File: src/include/smcs_pkg.sv
// constants and types for the servo monitor and comm supervisor
package smcs_pkg;

	localparam int unsigned CLK_HZ          = 10_000_000;
	localparam int unsigned REPLY_DELAY_US  = 400;
	localparam int unsigned REPLY_CYC       = REPLY_DELAY_US * (CLK_HZ / 1_000_000);
	localparam int unsigned SEC_CYC         = CLK_HZ;

	localparam logic [7:0] ADDR_CTRL    = 8'h00;
	localparam logic [7:0] ADDR_MON     = 8'h04;
	localparam logic [7:0] ADDR_OFS1    = 8'h08;
	localparam logic [7:0] ADDR_OFS2    = 8'h0c;
	localparam logic [7:0] ADDR_COMM    = 8'h10;
	localparam logic [7:0] ADDR_LIMP    = 8'h14;
	localparam logic [7:0] ADDR_LIMN    = 8'h18;
	localparam logic [7:0] ADDR_STAT    = 8'h1c;
	localparam logic [7:0] ADDR_IRQ     = 8'h20;
	localparam logic [7:0] ADDR_MASK    = 8'h24;
	localparam logic [7:0] ADDR_ALMCUR  = 8'h28;
	localparam logic [7:0] ADDR_ALMPAST = 8'h2c;

	localparam logic [7:0] MON_RESET    = 8'h10;
	localparam logic [3:0] SEL_MAX      = 4'ha;
	localparam logic [7:0] ALM_NONE     = 8'h00;
	localparam int         HIST_DEPTH   = 5;

	localparam logic signed [10:0] OFS_MAX = 11'sd999;
	localparam logic signed [10:0] OFS_MIN = -11'sd999;
	localparam logic signed [15:0] MV_8V   = 16'sd8000;
	localparam logic signed [15:0] MV_10V  = 16'sd10000;
	localparam logic [5:0]         TMO_MAX = 6'd60;

	localparam int IRQ_W        = 4;
	localparam int IRQ_LIMIT    = 0;
	localparam int IRQ_TIMEOUT  = 1;
	localparam int IRQ_ALARM    = 2;
	localparam int IRQ_REPLY    = 3;

	typedef enum logic [1:0] {
		SMCS_IDLE  = 2'b00,
		SMCS_WAIT  = 2'b01,
		SMCS_SEND  = 2'b10
	} smcs_reply_t;

	typedef struct packed {
		logic [5:0] timeout_s;
		logic       reply_delay;
		logic       use_rs232;
		logic       no_checksum;
	} smcs_comm_t;

	typedef struct packed {
		logic signed [15:0] speed;
		logic signed [15:0] cmd_speed;
		logic signed [15:0] torque;
		logic signed [15:0] cur_cmd;
		logic signed [31:0] droop;
	} smcs_feed_t;

endpackage : smcs_pkg

File: src/hdl/smcs_mon_chan.sv
// one analog monitor channel: source select, scaling and offset
`timescale 1ns/1ps
`default_nettype none
module smcs_mon_chan
	import smcs_pkg::*;
(
	input  wire logic               clk_sys,
	input  wire logic               rst_n,
	input  wire logic [3:0]         sel,
	input  wire logic signed [10:0] ofs_mv,
	input  wire smcs_feed_t         feed,
	output logic signed [15:0]      out_mv
);

	logic signed [47:0] scaled;
	logic signed [47:0] prod;
	logic signed [47:0] next_mv;

	// full scale inputs are +-32767, droop ranges shift by log2 of the range
	always_comb begin
		prod   = '0;
		scaled = '0;
		unique case (sel)
			4'h0: prod = 48'(feed.speed) * 48'(MV_8V);
			4'h2: prod = 48'(feed.speed) * 48'(MV_8V);
			4'h5: prod = 48'(feed.cmd_speed) * 48'(MV_8V);
			4'h1: prod = 48'(feed.torque) * 48'(MV_8V);
			4'h3: prod = 48'(feed.torque) * 48'(MV_8V);
			4'h4: prod = 48'(feed.cur_cmd) * 48'(MV_8V);
			default: prod = 48'(feed.droop) * 48'(MV_10V);
		endcase
		unique case (sel)
			4'h6: scaled = prod >>> 7;
			4'h7: scaled = prod >>> 11;
			4'h8: scaled = prod >>> 13;
			4'h9: scaled = prod >>> 15;
			4'ha: scaled = prod >>> 17;
			default: scaled = prod >>> 15;
		endcase
		next_mv = scaled + 48'(ofs_mv);
		// clamp so droop overrange saturates rather than wraps
		if (next_mv > 48'sd10999)
			next_mv = 48'sd10999;
		else if (next_mv < -48'sd10999)
			next_mv = -48'sd10999;
	end

	always_ff @(posedge clk_sys or negedge rst_n) begin
		if (!rst_n)
			out_mv <= '0;
		else
			out_mv <= next_mv[15:0];
	end

endmodule : smcs_mon_chan
`default_nettype wire

File: src/hdl/smcs_top.sv
// servo monitor, stop pattern, alarm history and comm supervisor
//
// The strobed register port and the register offsets are this design's own decisions.
`timescale 1ns/1ps
`default_nettype none
module smcs_top
	import smcs_pkg::*;
#(
	parameter int unsigned SEC_CYCLES   = SEC_CYC,
	parameter int unsigned REPLY_CYCLES = REPLY_CYC
)(
	input  wire logic               clk_sys,
	input  wire logic               rst_n,
	input  wire logic [7:0]         reg_addr,
	input  wire logic [31:0]        reg_wdata,
	input  wire logic               reg_wr,
	input  wire logic               reg_rd,
	output logic [31:0]             reg_rdata,
	input  wire smcs_feed_t         feed,
	input  wire logic signed [31:0] cur_pos,
	input  wire logic               homing,
	input  wire logic               lsp_hit,
	input  wire logic               lsn_hit,
	input  wire logic               alarm_new,
	input  wire logic [7:0]         alarm_code,
	input  wire logic               frame_ok,
	input  wire logic               tx_done,
	output logic                    reply_go,
	output logic                    reply_cksum,
	output logic                    rs485_en,
	output logic                    rs232_en,
	output logic                    droop_clear,
	output logic                    droop_drain,
	output logic                    motor_stop,
	output logic signed [15:0]      mon1_mv,
	output logic signed [15:0]      mon2_mv,
	output logic                    irq
);

	////////////////////////////////////////////////////////////////////////
	// configuration registers

	logic [7:0]         mon_sel;
	logic signed [10:0] ofs1;
	logic signed [10:0] ofs2;
	smcs_comm_t         comm;
	logic               slow_stop;
	logic signed [31:0] lim_pos;
	logic signed [31:0] lim_neg;
	logic [IRQ_W-1:0]   irq_stat;
	logic [IRQ_W-1:0]   irq_mask;
	logic [IRQ_W-1:0]   irq_evt;
	logic [7:0]         alm_cur;
	logic [7:0]         alm_past [HIST_DEPTH];
	logic               hist_clr;

	function automatic logic signed [10:0] clip_ofs(input logic [31:0] v);
		logic signed [31:0] s;
		s = $signed(v);
		if (s > 32'(OFS_MAX))
			return OFS_MAX;
		if (s < 32'(OFS_MIN))
			return OFS_MIN;
		return s[10:0];
	endfunction : clip_ofs

	always_ff @(posedge clk_sys or negedge rst_n) begin
		if (!rst_n) begin
			mon_sel   <= MON_RESET;
			ofs1      <= '0;
			ofs2      <= '0;
			comm      <= '0;
			slow_stop <= 1'b0;
			lim_pos   <= '0;
			lim_neg   <= '0;
			irq_mask  <= '0;
		end else if (reg_wr) begin
			unique case (reg_addr)
				ADDR_CTRL: slow_stop <= reg_wdata[0];
				ADDR_MON: begin
					// codes above A are kept out, so a channel never idles
					if (reg_wdata[3:0] <= SEL_MAX)
						mon_sel[3:0] <= reg_wdata[3:0];
					if (reg_wdata[7:4] <= SEL_MAX)
						mon_sel[7:4] <= reg_wdata[7:4];
				end
				ADDR_OFS1: ofs1 <= clip_ofs(reg_wdata);
				ADDR_OFS2: ofs2 <= clip_ofs(reg_wdata);
				ADDR_COMM: begin
					comm.no_checksum <= reg_wdata[0];
					comm.use_rs232   <= reg_wdata[1];
					comm.reply_delay <= reg_wdata[2];
					comm.timeout_s   <= (reg_wdata[13:8] > TMO_MAX) ? TMO_MAX : reg_wdata[13:8];
				end
				ADDR_LIMP: lim_pos  <= $signed(reg_wdata);
				ADDR_LIMN: lim_neg  <= $signed(reg_wdata);
				ADDR_MASK: irq_mask <= reg_wdata[IRQ_W-1:0];
				default: ;
			endcase
		end
	end

	assign hist_clr = reg_wr && (reg_addr == ADDR_CTRL) && reg_wdata[1];

	////////////////////////////////////////////////////////////////////////
	// analog monitors

	smcs_mon_chan u_ch1 (
		.clk_sys (clk_sys),
		.rst_n   (rst_n),
		.sel     (mon_sel[3:0]),
		.ofs_mv  (ofs1),
		.feed    (feed),
		.out_mv  (mon1_mv)
	);

	smcs_mon_chan u_ch2 (
		.clk_sys (clk_sys),
		.rst_n   (rst_n),
		.sel     (mon_sel[7:4]),
		.ofs_mv  (ofs2),
		.feed    (feed),
		.out_mv  (mon2_mv)
	);

	////////////////////////////////////////////////////////////////////////
	// software limit and stop pattern

	logic soft_lim_on;
	logic soft_hit;
	logic limit_any;
	logic limit_prev;
	logic tmo_fault;

	assign soft_lim_on = (lim_pos != lim_neg) && !homing;
	assign soft_hit    = soft_lim_on && ((cur_pos > lim_pos) || (cur_pos < lim_neg));
	assign limit_any   = lsp_hit || lsn_hit || soft_hit;

	always_ff @(posedge clk_sys or negedge rst_n) begin
		if (!rst_n) begin
			droop_clear <= 1'b0;
			droop_drain <= 1'b0;
			motor_stop  <= 1'b0;
			limit_prev  <= 1'b0;
		end else begin
			limit_prev  <= limit_any;
			// clear fires once on the rising limit edge; drain holds while active
			droop_clear <= limit_any && !limit_prev && !slow_stop;
			droop_drain <= limit_any && slow_stop;
			motor_stop  <= limit_any || tmo_fault;
		end
	end

	////////////////////////////////////////////////////////////////////////
	// serial interface choice and reply timing

	smcs_reply_t        rstate;
	logic [31:0]        rcnt;

	always_ff @(posedge clk_sys or negedge rst_n) begin
		if (!rst_n) begin
			rs485_en <= 1'b0;
			rs232_en <= 1'b0;
		end else begin
			rs485_en <= !comm.use_rs232;
			rs232_en <= comm.use_rs232;
		end
	end

	always_ff @(posedge clk_sys or negedge rst_n) begin
		if (!rst_n)
			reply_cksum <= 1'b1;
		else
			reply_cksum <= !comm.no_checksum;
	end

	always_ff @(posedge clk_sys or negedge rst_n) begin
		if (!rst_n) begin
			rstate   <= SMCS_IDLE;
			rcnt     <= '0;
			reply_go <= 1'b0;
		end else begin
			reply_go <= 1'b0;
			unique case (rstate)
				SMCS_IDLE: if (frame_ok) begin
					rcnt <= '0;
					// delay off answers at once, well inside the bound
					rstate <= comm.reply_delay ? SMCS_WAIT : SMCS_SEND;
				end
				SMCS_WAIT: begin
					rcnt <= rcnt + 32'd1;
					if (rcnt >= REPLY_CYCLES - 1)
						rstate <= SMCS_SEND;
				end
				SMCS_SEND: begin
					reply_go <= 1'b1;
					rstate   <= SMCS_IDLE;
				end
				default: rstate <= SMCS_IDLE;
			endcase
		end
	end

	////////////////////////////////////////////////////////////////////////
	// communication time-out

	logic [31:0] sec_cnt;
	logic        sec_tick;
	logic [5:0]  idle_s;

	assign sec_tick = (sec_cnt == SEC_CYCLES - 1);

	always_ff @(posedge clk_sys or negedge rst_n) begin
		if (!rst_n)
			sec_cnt <= '0;
		else if (frame_ok || sec_tick)
			sec_cnt <= '0;
		else
			sec_cnt <= sec_cnt + 32'd1;
	end

	always_ff @(posedge clk_sys or negedge rst_n) begin
		if (!rst_n) begin
			idle_s    <= '0;
			tmo_fault <= 1'b0;
		end else if (frame_ok || comm.timeout_s == '0) begin
			idle_s    <= '0;
			tmo_fault <= 1'b0;
		end else if (sec_tick && !tmo_fault) begin
			idle_s <= idle_s + 6'd1;
			if (idle_s + 6'd1 >= comm.timeout_s)
				tmo_fault <= 1'b1;
		end
	end

	////////////////////////////////////////////////////////////////////////
	// alarm history

	always_ff @(posedge clk_sys or negedge rst_n) begin
		if (!rst_n) begin
			alm_cur <= ALM_NONE;
			for (int i = 0; i < HIST_DEPTH; i++)
				alm_past[i] <= ALM_NONE;
		end else if (alarm_new) begin
			// a new alarm beats a same-cycle clear so it is never lost
			alm_cur     <= alarm_code;
			alm_past[0] <= hist_clr ? ALM_NONE : alm_cur;
			for (int i = 1; i < HIST_DEPTH; i++)
				alm_past[i] <= hist_clr ? ALM_NONE : alm_past[i-1];
		end else if (hist_clr) begin
			alm_cur <= ALM_NONE;
			for (int i = 0; i < HIST_DEPTH; i++)
				alm_past[i] <= ALM_NONE;
		end
	end

	////////////////////////////////////////////////////////////////////////
	// interrupts

	logic tmo_prev;

	always_ff @(posedge clk_sys or negedge rst_n) begin
		if (!rst_n)
			tmo_prev <= 1'b0;
		else
			tmo_prev <= tmo_fault;
	end

	always_comb begin
		irq_evt = '0;
		irq_evt[IRQ_LIMIT]   = limit_any && !limit_prev;
		irq_evt[IRQ_TIMEOUT] = tmo_fault && !tmo_prev;
		irq_evt[IRQ_ALARM]   = alarm_new;
		irq_evt[IRQ_REPLY]   = tx_done;
	end

	always_ff @(posedge clk_sys or negedge rst_n) begin
		if (!rst_n)
			irq_stat <= '0;
		else if (reg_wr && reg_addr == ADDR_IRQ)
			irq_stat <= (irq_stat & ~reg_wdata[IRQ_W-1:0]) | irq_evt;
		else
			irq_stat <= irq_stat | irq_evt;
	end

	assign irq = |(irq_stat & irq_mask);

	////////////////////////////////////////////////////////////////////////
	// register read

	always_ff @(posedge clk_sys or negedge rst_n) begin
		if (!rst_n)
			reg_rdata <= '0;
		else if (reg_rd) begin
			unique case (reg_addr)
				ADDR_CTRL:    reg_rdata <= {31'h0, slow_stop};
				ADDR_MON:     reg_rdata <= {24'h0, mon_sel};
				ADDR_OFS1:    reg_rdata <= 32'(ofs1);
				ADDR_OFS2:    reg_rdata <= 32'(ofs2);
				ADDR_COMM:    reg_rdata <= {18'h0, comm.timeout_s, 5'h0, comm.reply_delay,
				                            comm.use_rs232, comm.no_checksum};
				ADDR_LIMP:    reg_rdata <= lim_pos;
				ADDR_LIMN:    reg_rdata <= lim_neg;
				ADDR_STAT:    reg_rdata <= {27'h0, homing, soft_lim_on, tmo_fault,
				                            motor_stop, limit_any};
				ADDR_IRQ:     reg_rdata <= {28'h0, irq_stat};
				ADDR_MASK:    reg_rdata <= {28'h0, irq_mask};
				ADDR_ALMCUR:  reg_rdata <= {24'h0, alm_cur};
				ADDR_ALMPAST: reg_rdata <= {alm_past[3], alm_past[2],
				                            alm_past[1], alm_past[0]};
				ADDR_ALMPAST + 8'h04: reg_rdata <= {24'h0, alm_past[4]};
				default:      reg_rdata <= '0;
			endcase
		end else
			reg_rdata <= '0;
	end

endmodule : smcs_top
`default_nettype wire

File: config.mk
export PLATFORM = sky130hd
export DESIGN_NAME = smcs_top
export DESIGN_NICKNAME = d
export VERILOG_FILES = /design/src/include/smcs_pkg.sv /design/src/hdl/smcs_mon_chan.sv /design/src/hdl/smcs_top.sv
export SDC_FILE = /design/constraint.sdc
export NUM_CORES = 2
export LEC_CHECK = 0
export BUFFER_PORTS_ARGS = -buffer_cell sky130_fd_sc_hd__buf_2
export CORE_MARGIN = 2
export CORE_UTILIZATION = 33
export DETAILED_ROUTE_END_ITERATION = 6
export HOLD_SLACK_MARGIN = 0.06
export PLACE_DENSITY = 0.55
export SYNTH_ARGS = -nofsm -noshare
export SYNTH_HDL_FRONTEND = slang
export SYNTH_SLANG_ARGS = --single-unit
File: constraint.sdc
create_clock -name clk_sys -period 5.25 [get_ports clk_sys]
set_input_delay 0.525 -clock clk_sys [delete_from_list [all_inputs] [get_ports clk_sys]]
set_output_delay 0.525 -clock clk_sys [all_outputs]
set_load 0.01 [all_outputs]
==> summary.txt <==
Timing
  • Setup-failing EPs final: 32
  • Final worst slack: -2.966 ns
  • RSZ-0062 raised after global routing: yes
  • Post-layout min period: 8.216 ns
  • Max-slew violation count: 0
  • Part of the cycle the worst path needs: 156.5%
  • Slew HR: 6.214%
  • Worst Tran Pin Value: 1.407 ns
  • F_max: 0.1217 GHz
  • Final hold viol count: 0
  • Fin Hold WS: 0.1552 ns
  • Skew final: 0.01594 ns

Floorplanning
  • Num ports: 258
  • Row count: 134
  • Core area: 133,000 sq um
  • DIE WIDTH: 369.4 microns
  • Die Y: 369.4 microns
  • Die area: 136,500 sq um
  • Initial core utilization: 33.14%

Logic synthesis
  • Seq/Total Area, Yosys: 17.38%
  • EDFF count, synth: 0
  • Synthesized Nets: 6,332
  • Synth warn: 0
  • Prevailing post-synth register cell: dfrtp_1
  • Synth async-reset ratio: 100.0%
  • Register bit total from synthesis: 306
  • Syn Inst Count: 5,244
  • Number of distinct library cells after synthesis: 107
  • Syn Area/Cell: 8.403 sq um
  • Post-Syn Area: 44,060 sq um

Worst setup path
  • Crit path max fanout: 5
  • FF-to-FF End: u_ch1.out_mv[12]$_DFF_PN0_
  • Crit path launch type: primary input
  • Critical path endpoint category: flop
  • R2R Path Start: mon_sel[3]$_DFFE_PN0P_
  • Most frequent CP cell: fa_1
  • Req. time, crit path: 5.72 ns
  • Critical path's largest stage delay: 0.56 ns
  • Worst Path Arrival: 8.69 ns
  • Critical Path Slowest Stage Cell: or4_4
  • R2R Setup Slk: -0.43 ns
  • CP Class: primary input to flop
  • R2r worst-path depth: 26

Placement
  • Post-Place Worst Slack: -3.932 ns
  • Post-DP HPWL: 127.1 mm
  • Dpl cells: 8,295
  • Port bufs: 257
  • Gpl congestion: 0.9545

GRT
  • First-pass GRT wire length: 242.4 mm
  • Number of global-route vias before repair: 44.24k
  • GRT Overall Usage: 22.07%
  • Initial antenna violation count: 14
  • Largest net degree at the start of global routing: 90
  • GR Overflow Total: 0

Power and ir drop
  • Worst IR Drop VDD: 0.4548 mV
  • Leak pwr: 30.39 nW
  • Pwr/cell area: 742.1 nW/um^2
  • Power Total: 45.01 mW

Layout
  • Fillers: 13.15k
  • Final non-filler cell total: 8,459
  • Layout cells sized above 1: 32.12%
  • Area occupied by multi-input gates: 34,640 sq um
  • Post-synthesis to final-layout area growth: 37.64%
  • Reg area: 7661 sq um
  • Net count, final: 7,749

Worst hold path
  • Hold Crit Start: alarm_code[1]
  • Worst Hold Depth: 3
  • WHS Endpoint: alm_cur[1]$_DFF_PN0_
  • Hold Path Class: primary input to flop

Run status
  • Status: finished with violations
  • Violated checks: design-rule violations, negative setup slack

Route
  • Iteration-0 DRC Markers: 3,092
  • Vias post-DR: 43.29k
  • Final wirelength: 152.9 mm
  • Post-DR wirelength/cell: 18.08 microns
  • Antenna-violating nets left: 0
  • Detailed Routing Iterations Pass 1: 7
  • Drt drc: 7
  • Via/cell ratio: 5.117

Clock tree
  • CTS clk-pin slew, worst paths: 0.07 ns
  • Maximum buffer depth of the clock tree: 3
  • CTS buffer count: 30
  • # H-tree levels: 1
  • Root Driver: clkbuf_16
  • Clock Latency Late Sink: 0.59 ns
  • CTS Sinks: 306
  • CTS tree: yes

Run
  • Max-cap violations: 0
-- what timing repair did --
action,4_1_cts,5_1_grt
endpoints found under the hold margin,79,0
resized for setup,254,186
hold buffers,1,0
endpoints found under the setup margin,32,32
cloned,5,1
pin swaps,159,136
buffers inserted,67,34
-- how the worst max path moves through the flow --
| stage | from | to | cells after the start |
|---|---|---|---|
| final | feed[88] | u_ch1.out_mv[12]$_DFF_PN0_ | 38 |
| after floorplan | feed[85] | u_ch2.out_mv[7]$_DFF_PN0_ | 35 |
| after global routing | feed[12] | u_ch1.out_mv[10]$_DFF_PN0_ | 36 |
| after detailed placement | feed[69] | u_ch2.out_mv[1]$_DFF_PN0_ | 36 |
| after CTS | feed[87] | u_ch2.out_mv[9]$_DFF_PN0_ | 36 |
| after global placement | feed[69] | u_ch2.out_mv[0]$_DFF_PN0_ | 36 |
-- stage by stage --
stage / util (%) / setup TNS [ns] / area (sq um)
2_1_floorplan: - / -81.80 / 44740
3_3_place_gp: 42.55 / -118.51 / 56580
3_5_place_dp: 42.55 / -118.40 / 56580
4_1_cts: 44.77 / -86.20 / 59520
5_1_grt: 45.61 / -98.26 / 60640
6_report: 45.62 / -89.92 / 60650
-- where the power goes --
part	leakage, nW	switching, mW	internal, mW
clock network	0.545	0.987	1.48
registers	4.03	0.248	2.60
logic	25.8	20.5	19.2
total	30.4	21.7	23.3
-- worst max-delay path, delay by kind of cell --
kind | cells | cell delay, ns
buf+inv | 10 | 0.98
simple gates | 10 | 2.31
compound gates | 10 | 1.90
xor+xnor | 2 | 0.37
fa+ha+maj | 6 | 2.60
-- cells by family after synthesis --
logic type / share of synthesized area (%)
mux: 3.637
simple gates: 13.66
xor+xnor: 5.009
compound gates: 19.59
buf+inv: 9.504
fa+ha+maj: 31.22
flops: 17.38
-- layout by cell type (no fill, tap or decap), types with 47 or more instances in the layout --
cell	Yosys	final
nand4_1	84	84
inv_1	924	887
buf_2	13	249
buf_4	1	1257
xnor2_1	141	121
ha_1	573	525
mux2i_1	69	69
nand3_1	98	89
a21o_1	116	116
a21oi_1	294	245
fa_1	329	329
xor2_1	111	103
nor2_1	331	314
mux2_2	81	78
o21ai_0	280	218
a21oi_2	3	47
dfrtp_1	304	303
nor3_1	64	55
a22oi_1	54	47
nand2_1	365	353
-- layer usage --
layer  vias to the layer above  wire [microns]  GRT usage, %
met5                         -              10             0
met4                         2            4308         5.549
met3                       215            7842         2.329
met2                      1041           71330         37.05
met1                     21081           69430         30.19
li1                      20946               -             -
-- Yosys cell counts (54+ instances only) --
master,number,area [sq um]
nand4_1,84,525.5
a22oi_1,54,405.4
dfrtp_1,304,7607
clkbuf_1,153,574.3
nor3_1,64,320.3
o21ai_0,280,1401
nand2_1,365,1370
nor2_1,331,1242
a21oi_1,294,1471
fa_1,329,6586
a211oi_1,57,427.9
inv_1,924,3468
a21o_1,116,870.8
ha_1,573,7169
nand3_1,98,490.5
mux2i_1,69,690.7
xnor2_1,141,1235
mux2_2,81,912.1
xor2_1,111,972.2
-- registers in the layout, indices dropped and copies added (netlist names), 6 cells and up --
| register | flops |
|---|---|
| alm_cur | 8 |
| alm_past | 40 |
| comm | 9 |
| idle_s | 6 |
| lim_neg | 32 |
| lim_pos | 32 |
| mon_sel | 8 |
| ofs1 | 11 |
| ofs2 | 11 |
| rcnt | 32 |
| reg_rdata | 32 |
| sec_cnt | 32 |
| u_ch1.out_mv | 16 |
| u_ch2.out_mv | 16 |
-- cell type report --
| cell class | instances | area share [%] |
|---|---|---|
| Multi-Input combinational cell | 3834 | 57.12 |
| Timing Repair Buffer | 1564 | 18.93 |
| Sequential cell | 306 | 12.63 |
| Inverter | 925 | 5.793 |
| Tap cell | 1768 | 3.647 |
| Clock buffer | 37 | 1.382 |
| Clock inverter | 18 | 0.4621 |
| Antenna cell | 7 | 0.02888 |
Power figures use the tool's default switching activity.
